[src/shared/core_regs_pkg.sv]
`default_nettype none
package core_regs_pkg;

	// ==========================================================
	// Widths.
	localparam int DATA_W = 16;
	localparam int BYTE_W = 8;
	localparam int LONG_W = 32;
	localparam int ADDR20_W = 20;

	// ==========================================================
	// Register byte offsets on the APB slave, one aligned word each.
	localparam logic [7:0] OFS_DATA_0 = 8'h00;
	localparam logic [7:0] OFS_DATA_1 = 8'h04;
	localparam logic [7:0] OFS_DATA_2 = 8'h08;
	localparam logic [7:0] OFS_DATA_3 = 8'h0c;
	localparam logic [7:0] OFS_ADDR_0 = 8'h10;
	localparam logic [7:0] OFS_ADDR_1 = 8'h14;
	localparam logic [7:0] OFS_FRAME = 8'h18;
	localparam logic [7:0] OFS_STATIC = 8'h1c;
	localparam logic [7:0] OFS_INTERRUPT_TABLE_BASE = 8'h20;
	localparam logic [7:0] OFS_PC = 8'h24;
	localparam logic [7:0] OFS_USP = 8'h28;
	localparam logic [7:0] OFS_ISP = 8'h2c;
	localparam logic [7:0] OFS_FLAGS = 8'h30;

	// ==========================================================
	// Flag word bit positions of the two selects held here.
	localparam int FLAG_BANK_BIT = 0;
	localparam int FLAG_STACK_BIT = 1;
	localparam logic [1:0] FLAGS_RESET = 2'h0;

	// ==========================================================
	// Register selectors used by the core port.
	typedef enum logic [3:0] {
		SEL_DATA_0, SEL_DATA_1, SEL_DATA_2, SEL_DATA_3,
		SEL_ADDR_0, SEL_ADDR_1, SEL_FRAME, SEL_STATIC,
		SEL_INTERRUPT_TABLE_BASE, SEL_PC, SEL_SP, SEL_NONE
	} reg_sel_e;

	// Access sizes on the core port.
	typedef enum logic [1:0] {
		SIZE_LOW_BYTE, SIZE_HIGH_BYTE, SIZE_WORD, SIZE_LONG
	} acc_size_e;

	// Slave wait-state handling of the APB port.
	typedef enum logic {
		APB_IDLE, APB_DONE
	} apb_state_e;

	localparam logic [15:0] WORD_ZERO = 16'h0000;
	localparam logic [19:0] ADDR20_ZERO = 20'h00000;

endpackage : core_regs_pkg
`default_nettype wire

[src/rtl/byte_merge.sv]
`timescale 1ns/1ps
`default_nettype none
// Merges a write into a 16-bit word, keeping the half that is not written.
module byte_merge (
	input  wire logic [15:0]                 old_word,
	input  wire logic [15:0]                 new_data,
	input  wire core_regs_pkg::acc_size_e    size,
	output logic      [15:0]                 merged
);

	// ==========================================================
	// Byte lane selection.
	// A byte write always takes its value from the low byte of the data.
	assign merged = (size == core_regs_pkg::SIZE_LOW_BYTE)  ? {old_word[15:8], new_data[7:0]} :
			(size == core_regs_pkg::SIZE_HIGH_BYTE) ? {new_data[7:0], old_word[7:0]} :
			new_data;

endmodule : byte_merge
`default_nettype wire

[src/rtl/bank_regs.sv]
`timescale 1ns/1ps
`default_nettype none
// One bank of the data and address registers.
module bank_regs (
	input  wire logic        sys_clk,
	input  wire logic        reset_n,
	input  wire logic        clk_en,
	input  wire logic [5:0]  wr_en,
	input  wire logic [15:0] wr_lo,
	input  wire logic [15:0] wr_hi,
	output logic      [95:0] bank_flat
);

	logic [15:0] word_reg [0:5];

	// ==========================================================
	// Storage; index 0..3 data, 4..5 address.
	// The high data lane feeds data 2, 3 and address 1 so that long writes land in one cycle.
	always_ff @(posedge sys_clk or negedge reset_n) begin
		if (!reset_n) begin
			for (int i = 0; i < 6; i++) word_reg[i] <= core_regs_pkg::WORD_ZERO;
		end else if (clk_en) begin
			for (int i = 0; i < 6; i++) begin
				if (wr_en[i]) word_reg[i] <= (i == 2 || i == 3 || i == 5) ? wr_hi : wr_lo;
			end
		end
	end

	assign bank_flat = {word_reg[5], word_reg[4], word_reg[3], word_reg[2], word_reg[1], word_reg[0]};

endmodule : bank_regs
`default_nettype wire

[src/rtl/cpu_core_register_set.sv]
`timescale 1ns/1ps
`default_nettype none
// Functional notes
// - Four 16-bit general data registers.
// - Data 0 and 1 split into bytes.
// - Data 2:0 and 3:1 form longs.
// - Two 16-bit address registers, also operands.
// - Address 1:0 form a long.
// - 16-bit frame base register.
// - 20-bit interrupt table base register.
// - 20-bit program counter, next instruction.
// - Separate 16-bit user and interrupt stacks.
// - Stack select flag picks active stack.
// - 16-bit static base register.
// - Stack flag 0 interrupt; cleared on acknowledge.
// - Bank flag selects register bank 0/1.
module cpu_core_register_set (
	input  wire logic                      sys_clk,
	input  wire logic                      reset_n,
	input  wire logic                      clk_en,
	// Core write port.
	input  wire logic                      wr_valid,
	input  wire core_regs_pkg::reg_sel_e   wr_sel,
	input  wire core_regs_pkg::acc_size_e  wr_size,
	input  wire logic [31:0]               wr_data,
	// Core read port, registered.
	input  wire core_regs_pkg::reg_sel_e   rd_sel,
	input  wire core_regs_pkg::acc_size_e  rd_size,
	output logic      [31:0]               rd_data,
	// Program counter control.
	input  wire logic                      pc_advance,
	input  wire logic [19:0]               pc_step,
	// Flag control.
	input  wire logic                      flag_wr,
	input  wire logic [1:0]                flag_wr_data,
	input  wire logic                      int_ack,
	output logic                           bank_sel,
	output logic                           stack_sel,
	output logic      [15:0]               active_sp,
	output logic      [19:0]               program_counter,
	output logic      [19:0]               interrupt_table_base,
	// APB slave.
	input  wire logic                      psel,
	input  wire logic                      penable,
	input  wire logic                      pwrite,
	input  wire logic [7:0]                paddr,
	input  wire logic [31:0]               pwdata,
	output logic      [31:0]               prdata,
	output logic                           pready,
	output logic                           pslverr
);

	// ==========================================================
	// State.
	logic [15:0] frame_base_reg;
	logic [15:0] static_base_reg;
	logic [19:0] interrupt_table_base_reg;
	logic [19:0] pc_reg;
	logic [15:0] usp_reg;
	logic [15:0] isp_reg;
	logic        bank_reg;
	logic        stack_reg;
	logic [31:0] rd_data_reg;
	logic [31:0] prdata_reg;
	logic        pready_reg;
	logic        pslverr_reg;
	logic [95:0] bank0_flat;
	logic [95:0] bank1_flat;
	core_regs_pkg::apb_state_e apb_reg;

	// ==========================================================
	// Helper functions.
	function automatic logic [15:0] pick(input logic [95:0] f, input int idx);
		pick = f[idx*16 +: 16];
	endfunction : pick

	function automatic logic [31:0] zext20(input logic [19:0] v);
		zext20 = {12'h000, v};
	endfunction : zext20

	// ==========================================================
	// APB decode; a write takes effect in the access phase only.
	wire        apb_access = psel && penable && (apb_reg == core_regs_pkg::APB_IDLE);
	wire        apb_wr     = apb_access && pwrite;
	wire [1:0]  flags_now  = {stack_reg, bank_reg};
	wire        addr_ok    = (paddr[1:0] == 2'h0) && (paddr <= core_regs_pkg::OFS_FLAGS);

	// Software bus writes take priority over core writes in the same cycle.
	wire        apb_wr_ok  = apb_wr && addr_ok;
	wire [3:0]  apb_idx    = paddr[5:2];
	wire        core_wr    = wr_valid && !apb_wr_ok;

	// Bus target translated to a selector so one write path serves both ports.
	// Stack and flag slots map to no selector, so a bus write there never reaches the active pointer.
	wire core_regs_pkg::reg_sel_e eff_sel =
		apb_wr_ok ? ((apb_idx >= core_regs_pkg::OFS_USP[5:2]) ? core_regs_pkg::SEL_NONE
			: core_regs_pkg::reg_sel_e'(apb_idx)) :
		core_wr ? wr_sel : core_regs_pkg::SEL_NONE;
	wire core_regs_pkg::acc_size_e eff_size = apb_wr_ok ? core_regs_pkg::SIZE_WORD : wr_size;
	wire [31:0] eff_data = apb_wr_ok ? pwdata : wr_data;

	// Bus writes to the stack slots address a specific pointer, not the active one.
	wire apb_usp_wr = apb_wr_ok && (paddr == core_regs_pkg::OFS_USP);
	wire apb_isp_wr = apb_wr_ok && (paddr == core_regs_pkg::OFS_ISP);
	wire apb_flag_wr = apb_wr_ok && (paddr == core_regs_pkg::OFS_FLAGS);

	// ==========================================================
	// Bank register write lanes.
	wire [95:0] act_flat = bank_reg ? bank1_flat : bank0_flat;
	wire is_long = (eff_size == core_regs_pkg::SIZE_LONG);
	wire [15:0] merged;
	wire [15:0] merge_old = (eff_sel == core_regs_pkg::SEL_DATA_1) ? pick(act_flat, 1)
			: pick(act_flat, 0);

	byte_merge u_merge (
		.old_word (merge_old),
		.new_data (eff_data[15:0]),
		.size     (eff_size),
		.merged   (merged)
	);

	// Long writes to data 0/1 also load data 2/3; to address 0 also loads address 1.
	wire [5:0] wr_vec = {
		(eff_sel == core_regs_pkg::SEL_ADDR_1) || (eff_sel == core_regs_pkg::SEL_ADDR_0 && is_long),
		(eff_sel == core_regs_pkg::SEL_ADDR_0),
		(eff_sel == core_regs_pkg::SEL_DATA_3) || (eff_sel == core_regs_pkg::SEL_DATA_1 && is_long),
		(eff_sel == core_regs_pkg::SEL_DATA_2) || (eff_sel == core_regs_pkg::SEL_DATA_0 && is_long),
		(eff_sel == core_regs_pkg::SEL_DATA_1),
		(eff_sel == core_regs_pkg::SEL_DATA_0)
	};
	wire single_hi = (eff_sel == core_regs_pkg::SEL_DATA_2) || (eff_sel == core_regs_pkg::SEL_DATA_3)
			|| (eff_sel == core_regs_pkg::SEL_ADDR_1);
	wire [15:0] lane_lo = merged;
	wire [15:0] lane_hi = single_hi ? eff_data[15:0] : eff_data[31:16];

	bank_regs u_bank0 (
		.sys_clk   (sys_clk),
		.reset_n   (reset_n),
		.clk_en    (clk_en),
		.wr_en     (bank_reg ? 6'h00 : wr_vec),
		.wr_lo     (lane_lo),
		.wr_hi     (lane_hi),
		.bank_flat (bank0_flat)
	);

	bank_regs u_bank1 (
		.sys_clk   (sys_clk),
		.reset_n   (reset_n),
		.clk_en    (clk_en),
		.wr_en     (bank_reg ? wr_vec : 6'h00),
		.wr_lo     (lane_lo),
		.wr_hi     (lane_hi),
		.bank_flat (bank1_flat)
	);

	// ==========================================================
	// Core read mux.
	wire [15:0] sp_now = stack_reg ? usp_reg : isp_reg;
	wire [15:0] rd_word =
		(rd_sel == core_regs_pkg::SEL_DATA_0) ? pick(act_flat, 0) :
		(rd_sel == core_regs_pkg::SEL_DATA_1) ? pick(act_flat, 1) :
		(rd_sel == core_regs_pkg::SEL_DATA_2) ? pick(act_flat, 2) :
		(rd_sel == core_regs_pkg::SEL_DATA_3) ? pick(act_flat, 3) :
		(rd_sel == core_regs_pkg::SEL_ADDR_0) ? pick(act_flat, 4) :
		(rd_sel == core_regs_pkg::SEL_ADDR_1) ? pick(act_flat, 5) :
		(rd_sel == core_regs_pkg::SEL_FRAME)  ? frame_base_reg :
		(rd_sel == core_regs_pkg::SEL_STATIC) ? static_base_reg :
		(rd_sel == core_regs_pkg::SEL_SP)     ? sp_now : core_regs_pkg::WORD_ZERO;
	wire [15:0] rd_long_hi =
		(rd_sel == core_regs_pkg::SEL_DATA_0) ? pick(act_flat, 2) :
		(rd_sel == core_regs_pkg::SEL_DATA_1) ? pick(act_flat, 3) :
		(rd_sel == core_regs_pkg::SEL_ADDR_0) ? pick(act_flat, 5) : core_regs_pkg::WORD_ZERO;
	wire [31:0] rd_next =
		(rd_sel == core_regs_pkg::SEL_INTERRUPT_TABLE_BASE) ? zext20(interrupt_table_base_reg) :
		(rd_sel == core_regs_pkg::SEL_PC)   ? zext20(pc_reg) :
		(rd_size == core_regs_pkg::SIZE_LONG)      ? {rd_long_hi, rd_word} :
		(rd_size == core_regs_pkg::SIZE_HIGH_BYTE) ? {24'h000000, rd_word[15:8]} :
		(rd_size == core_regs_pkg::SIZE_LOW_BYTE)  ? {24'h000000, rd_word[7:0]} :
		{16'h0000, rd_word};

	// ==========================================================
	// APB read mux; data and address slots show the active bank.
	wire [31:0] apb_rd =
		(paddr == core_regs_pkg::OFS_DATA_0) ? {16'h0000, pick(act_flat, 0)} :
		(paddr == core_regs_pkg::OFS_DATA_1) ? {16'h0000, pick(act_flat, 1)} :
		(paddr == core_regs_pkg::OFS_DATA_2) ? {16'h0000, pick(act_flat, 2)} :
		(paddr == core_regs_pkg::OFS_DATA_3) ? {16'h0000, pick(act_flat, 3)} :
		(paddr == core_regs_pkg::OFS_ADDR_0) ? {16'h0000, pick(act_flat, 4)} :
		(paddr == core_regs_pkg::OFS_ADDR_1) ? {16'h0000, pick(act_flat, 5)} :
		(paddr == core_regs_pkg::OFS_FRAME)  ? {16'h0000, frame_base_reg} :
		(paddr == core_regs_pkg::OFS_STATIC) ? {16'h0000, static_base_reg} :
		(paddr == core_regs_pkg::OFS_INTERRUPT_TABLE_BASE)   ? zext20(interrupt_table_base_reg) :
		(paddr == core_regs_pkg::OFS_PC)     ? zext20(pc_reg) :
		(paddr == core_regs_pkg::OFS_USP)    ? {16'h0000, usp_reg} :
		(paddr == core_regs_pkg::OFS_ISP)    ? {16'h0000, isp_reg} :
		(paddr == core_regs_pkg::OFS_FLAGS)  ? {30'h0, flags_now} : 32'h00000000;

	// ==========================================================
	// Flag next state; an acknowledge beats any write of the stack bit.
	wire [1:0] flag_src = apb_flag_wr ? pwdata[1:0] : flag_wr_data;
	wire       flag_any = apb_flag_wr || flag_wr;
	wire bank_next  = flag_any ? flag_src[core_regs_pkg::FLAG_BANK_BIT] : bank_reg;
	wire stack_next = int_ack ? 1'b0
			: (flag_any ? flag_src[core_regs_pkg::FLAG_STACK_BIT] : stack_reg);

	// Core stack writes reach whichever pointer is active.
	wire sp_core_wr = (eff_sel == core_regs_pkg::SEL_SP);
	wire [19:0] pc_next = (eff_sel == core_regs_pkg::SEL_PC) ? eff_data[19:0]
			: (pc_advance ? pc_reg + pc_step : pc_reg);

	// ==========================================================
	// Dedicated registers.
	always_ff @(posedge sys_clk or negedge reset_n) begin
		if (!reset_n) begin
			frame_base_reg  <= core_regs_pkg::WORD_ZERO;
			static_base_reg <= core_regs_pkg::WORD_ZERO;
			interrupt_table_base_reg        <= core_regs_pkg::ADDR20_ZERO;
			pc_reg          <= core_regs_pkg::ADDR20_ZERO;
			usp_reg         <= core_regs_pkg::WORD_ZERO;
			isp_reg         <= core_regs_pkg::WORD_ZERO;
			bank_reg        <= core_regs_pkg::FLAGS_RESET[core_regs_pkg::FLAG_BANK_BIT];
			stack_reg       <= core_regs_pkg::FLAGS_RESET[core_regs_pkg::FLAG_STACK_BIT];
		end else if (clk_en) begin
			if (eff_sel == core_regs_pkg::SEL_FRAME)  frame_base_reg  <= eff_data[15:0];
			if (eff_sel == core_regs_pkg::SEL_STATIC) static_base_reg <= eff_data[15:0];
			if (eff_sel == core_regs_pkg::SEL_INTERRUPT_TABLE_BASE)   interrupt_table_base_reg <= eff_data[19:0];
			pc_reg <= pc_next;
			if (apb_usp_wr || (sp_core_wr && stack_reg))  usp_reg <= eff_data[15:0];
			if (apb_isp_wr || (sp_core_wr && !stack_reg)) isp_reg <= eff_data[15:0];
			bank_reg  <= bank_next;
			stack_reg <= stack_next;
		end
	end

	// ==========================================================
	// Output and bus answer registers; every bus access answers one cycle after access begins.
	always_ff @(posedge sys_clk or negedge reset_n) begin
		if (!reset_n) begin
			rd_data_reg <= 32'h00000000;
			prdata_reg  <= 32'h00000000;
			pready_reg  <= 1'b0;
			pslverr_reg <= 1'b0;
			apb_reg     <= core_regs_pkg::APB_IDLE;
		end else if (clk_en) begin
			rd_data_reg <= rd_next;
			pready_reg  <= apb_access;
			pslverr_reg <= apb_access && !addr_ok;
			prdata_reg  <= (apb_access && !pwrite && addr_ok) ? apb_rd : 32'h00000000;
			case (apb_reg)
				core_regs_pkg::APB_IDLE: apb_reg <= apb_access ? core_regs_pkg::APB_DONE
						: core_regs_pkg::APB_IDLE;
				core_regs_pkg::APB_DONE: apb_reg <= core_regs_pkg::APB_IDLE;
				default: apb_reg <= core_regs_pkg::APB_IDLE;
			endcase
		end
	end

	// Outputs straight from flip-flops, except active_sp, a mux of the two stack pointers.
	assign rd_data              = rd_data_reg;
	assign prdata               = prdata_reg;
	assign pready               = pready_reg;
	assign pslverr              = pslverr_reg;
	assign bank_sel             = bank_reg;
	assign stack_sel            = stack_reg;
	assign program_counter      = pc_reg;
	assign interrupt_table_base = interrupt_table_base_reg;
	assign active_sp            = stack_reg ? usp_reg : isp_reg;

endmodule : cpu_core_register_set
`default_nettype wire

[config.mk]
export PLATFORM = sky130hd
export DESIGN_NAME = cpu_core_register_set
export DESIGN_NICKNAME = d
export VERILOG_FILES = /design/src/shared/core_regs_pkg.sv /design/src/rtl/byte_merge.sv /design/src/rtl/bank_regs.sv /design/src/rtl/cpu_core_register_set.sv
export SDC_FILE = /design/constraint.sdc
export NUM_CORES = 1
export LEC_CHECK = 0
export ABC_CLOCK_PERIOD_IN_PS = 5100
export BUFFER_PORTS_ARGS = -buffer_cell sky130_fd_sc_hd__buf_2
export CAP_MARGIN = 25
export CORE_ASPECT_RATIO = 1.75
export CORE_MARGIN = 3
export CORE_UTILIZATION = 64
export CTS_CLUSTER_DIAMETER = 120
export DETAILED_ROUTE_END_ITERATION = 10
export GPL_TIMING_DRIVEN = 0
export PLACE_DENSITY = 0.87
export REMOVE_ABC_BUFFERS = 1
export SYNTH_ARGS = -nofsm -noshare
export SYNTH_HDL_FRONTEND = slang
export SYNTH_SLANG_ARGS = --single-unit
[constraint.sdc]
create_clock -name sys_clk -period 5.1 [get_ports sys_clk]
set_input_delay 0.765 -clock sys_clk [delete_from_list [all_inputs] [get_ports sys_clk]]
set_output_delay 0.765 -clock sys_clk [all_outputs]
set_load 0.01 [all_outputs]
==> reports/results.ini <==
[grt]
grt_overflow = 0
grt_pass1_vias = 18552
grt_pass1_wl_mm = 110.7
antenna_found_initial = 2
grt_max_degree = 126
grtUsageTotal = 0.4366

[critical_path]
worstSetupStartpointType = primary input
worstPathRequired_ns = 5.61
cp_data_arrival_time_ns = 4.86
crit_type = primary input to register
cp-end-kind = register
path_max_fanout = 27

[detailed_routing]
totalWireLength_mm = 74.10
drc = 0
wire_per_inst_um = 28.15
vias = 18939
ant_nets = 0
dr.pass1.iters = 9
dr.first_iter.drc_count = 2828
vias_per_cell = 7.196

[timing]
tightest_slew_ns = 1.192
slew_viol_final = 0
skew_ns = 0.02540
fmax_mhz = 229.9
setup_tns_ns = 0
setup_violations = 0
min_period_ns = 4.350
finalCritPeriodShare = 0.8530
grt_setup_unrepaired = no
hold_viol = 0
slew_headroom = 0.1823

[cts]
cts_sinks = 353
clk_path_buf_depth = 3
clock_latency_ns = 0.62
cts_hold_buf = 0
htree_levels = 1
cts_tree = done
cts-resized-gates = 0
numCtsBuffers = 31
root_buffer = clkbuf_16
clkTransAtPathRegs_ns = 0.07
postCtsSetupBuffers = 0

[logic_synthesis]
ys_seq_area_frac = 0.4492
synth_top_cell_area_share = 0.4492
yosysWarnings = 0
yosysTopAreaCell = dfrtp_1
synth_area_per_cell_um2 = 9.636
yosys-top-cells-count = dfrtp_1 (353), nand2_1 (256), o21ai_0 (231)
synth_most_common_cell = dfrtp_1
synth_seq_cells = 353
ys_async_sr_fraction = 1.000
synth_ff_type = dfrtp_1
synth_edf_count = 0
postSynthCellCount = 2041
ys_types = 74
mappedNetlistArea_um2 = 19670
synthTopCellsByArea = dfrtp_1 (45%), mux2_2 (9.3%), mux2i_1 (6.2%)

[power_and_ir_drop]
pwr_density_cell_nw_per_um2 = 384.0
p_leak_nw = 10.51
power.total_mw = 8.729
peakVddDrop_mv = 0.3531

[layout]
fin_area_um2 = 22730
area_growth_syn_to_layout_pct = 15.59
finalNetCount = 2354
final_util = 0.7537
drive_above_1_share = 0.2498
finalNonFillerCells = 2632

[placed_design]
post-dp-hpwl_mm = 52.50
dp_cells = 2568
gp_congestion = 1.029
placedInstanceArea_um2 = 21660
io_buffers = 227

[floorplan]
rows = 84
die_h_um = 237.9
core_um2 = 30160
die-area_um2 = 32950
initial_core_util = 0.6520
die_w_um = 138.5
ioPinCount = 240

[job]
maxCapViolCount = 0

[worst_hold_path]
worstHoldPathType = primary input to async pin

[run_status]
status = finished clean

==> layout by cell type (no fill, tap or decap), types with 13 or more instances in the layout <==
cell	count
a222oi_1	19
o22ai_1	50
a22oi_1	20
dfrtp_1	352
nor2_1	167
nor2b_1	13
o2bb2ai_1	22
buf_16	19
nand2_1	256
mux2i_1	119
o21ai_0	228
mux4_2	15
a211oi_1	14
a21oi_1	161
nand3_1	22
buf_2	226
inv_1	21
nor3_1	22
mux2_2	162
clkbuf_16	31
a221oi_1	14
a31oi_1	16
ha_1	19
buf_4	16
o211ai_1	14
==> power breakdown <==
group	internal (mW)	total, mW	leakage [nW]	switching (mW)
clock	1.31	2.43	0.505	1.13
sequential	3.28	3.77	4.59	0.486
combinational	1.05	2.53	5.41	1.48
==> cell type report <==
class / count / area, um^2
Tap cell: 387 / 484.2
Fill cell: 2017 / 7431
Timing Repair Buffer: 283 / 2079
Inverter: 22 / 82.58
Antenna cell: 3 / 7.507
Clock inverter: 17 / 150.1
Sequential cell: 353 / 8837
Clock buffer: 40 / 869.6
Multi-Input combinational cell: 1527 / 10220
==> cell families (layout without fill, tap and decap cells) <==
| logic type | count (synthesis) | in the layout | synth area share |
|---|---|---|---|
| AOI/OAI and AO/OA | 620 | 620 | 0.1912 |
| xor gates and xnor gates | 16 | 16 | 0.007125 |
| adders and majority gates | 20 | 20 | 0.01311 |
| other | 1 | 15 | 0.0001907 |
| DFF | 353 | 353 | 0.4492 |
| buffers and inverters | 172 | 362 | 0.03766 |
| and+or+nand+nor | 550 | 550 | 0.1219 |
| muxes | 309 | 309 | 0.1797 |
==> worst paths after layout <==
kind,endpoint,cells after the start,slack [ns],start
max in group asynchronous,bank_sel,2,3.69,reset_n
min reg2reg,u_bank1.bank_flat[78],2,0.48,u_bank1.bank_flat[78]
min in group sys_clk,stack_sel,3,0.46,int_ack
max reg2reg,u_bank0.bank_flat[14],9,1.13,apb_reg
min,u_bank1.bank_flat[62],1,0.23,reset_n
max,u_bank0.bank_flat[14],10,0.75,paddr[3]
==> per-stage QoR <==
stage               worst slack (ns)  hold slack (ns)
finish                        0.7497           0.2273
detailed placement            0.3020           0.4649
global placement              -6.408           0.4554
CTS                           0.9047           0.2741
floorplan                     -2.108           0.4444
global route                  0.7179           0.2789
==> worst max-delay path: stages <==
cell and delay, ns:
buf_2 0.52, nor2_1 0.23, o2111ai_4 0.56, buf_12 0.27
mux2i_1 0.29, nor3_4 0.72, mux2_2 0.46, o21ai_0 0.31
o21ai_0 0.42, o21ai_0 0.30
==> per-layer routing <==
layer | track usage | part of all wire | wire, um
met5 | 0 | 0.00018 | 13
met4 | 0.3614 | 0.11 | 7900
met3 | 0.1121 | 0.13 | 9368
met2 | 0.6801 | 0.45 | 33230
met1 | 0.5081 | 0.32 | 23580
No activity file was read; power rests on OpenSTA's default activity.
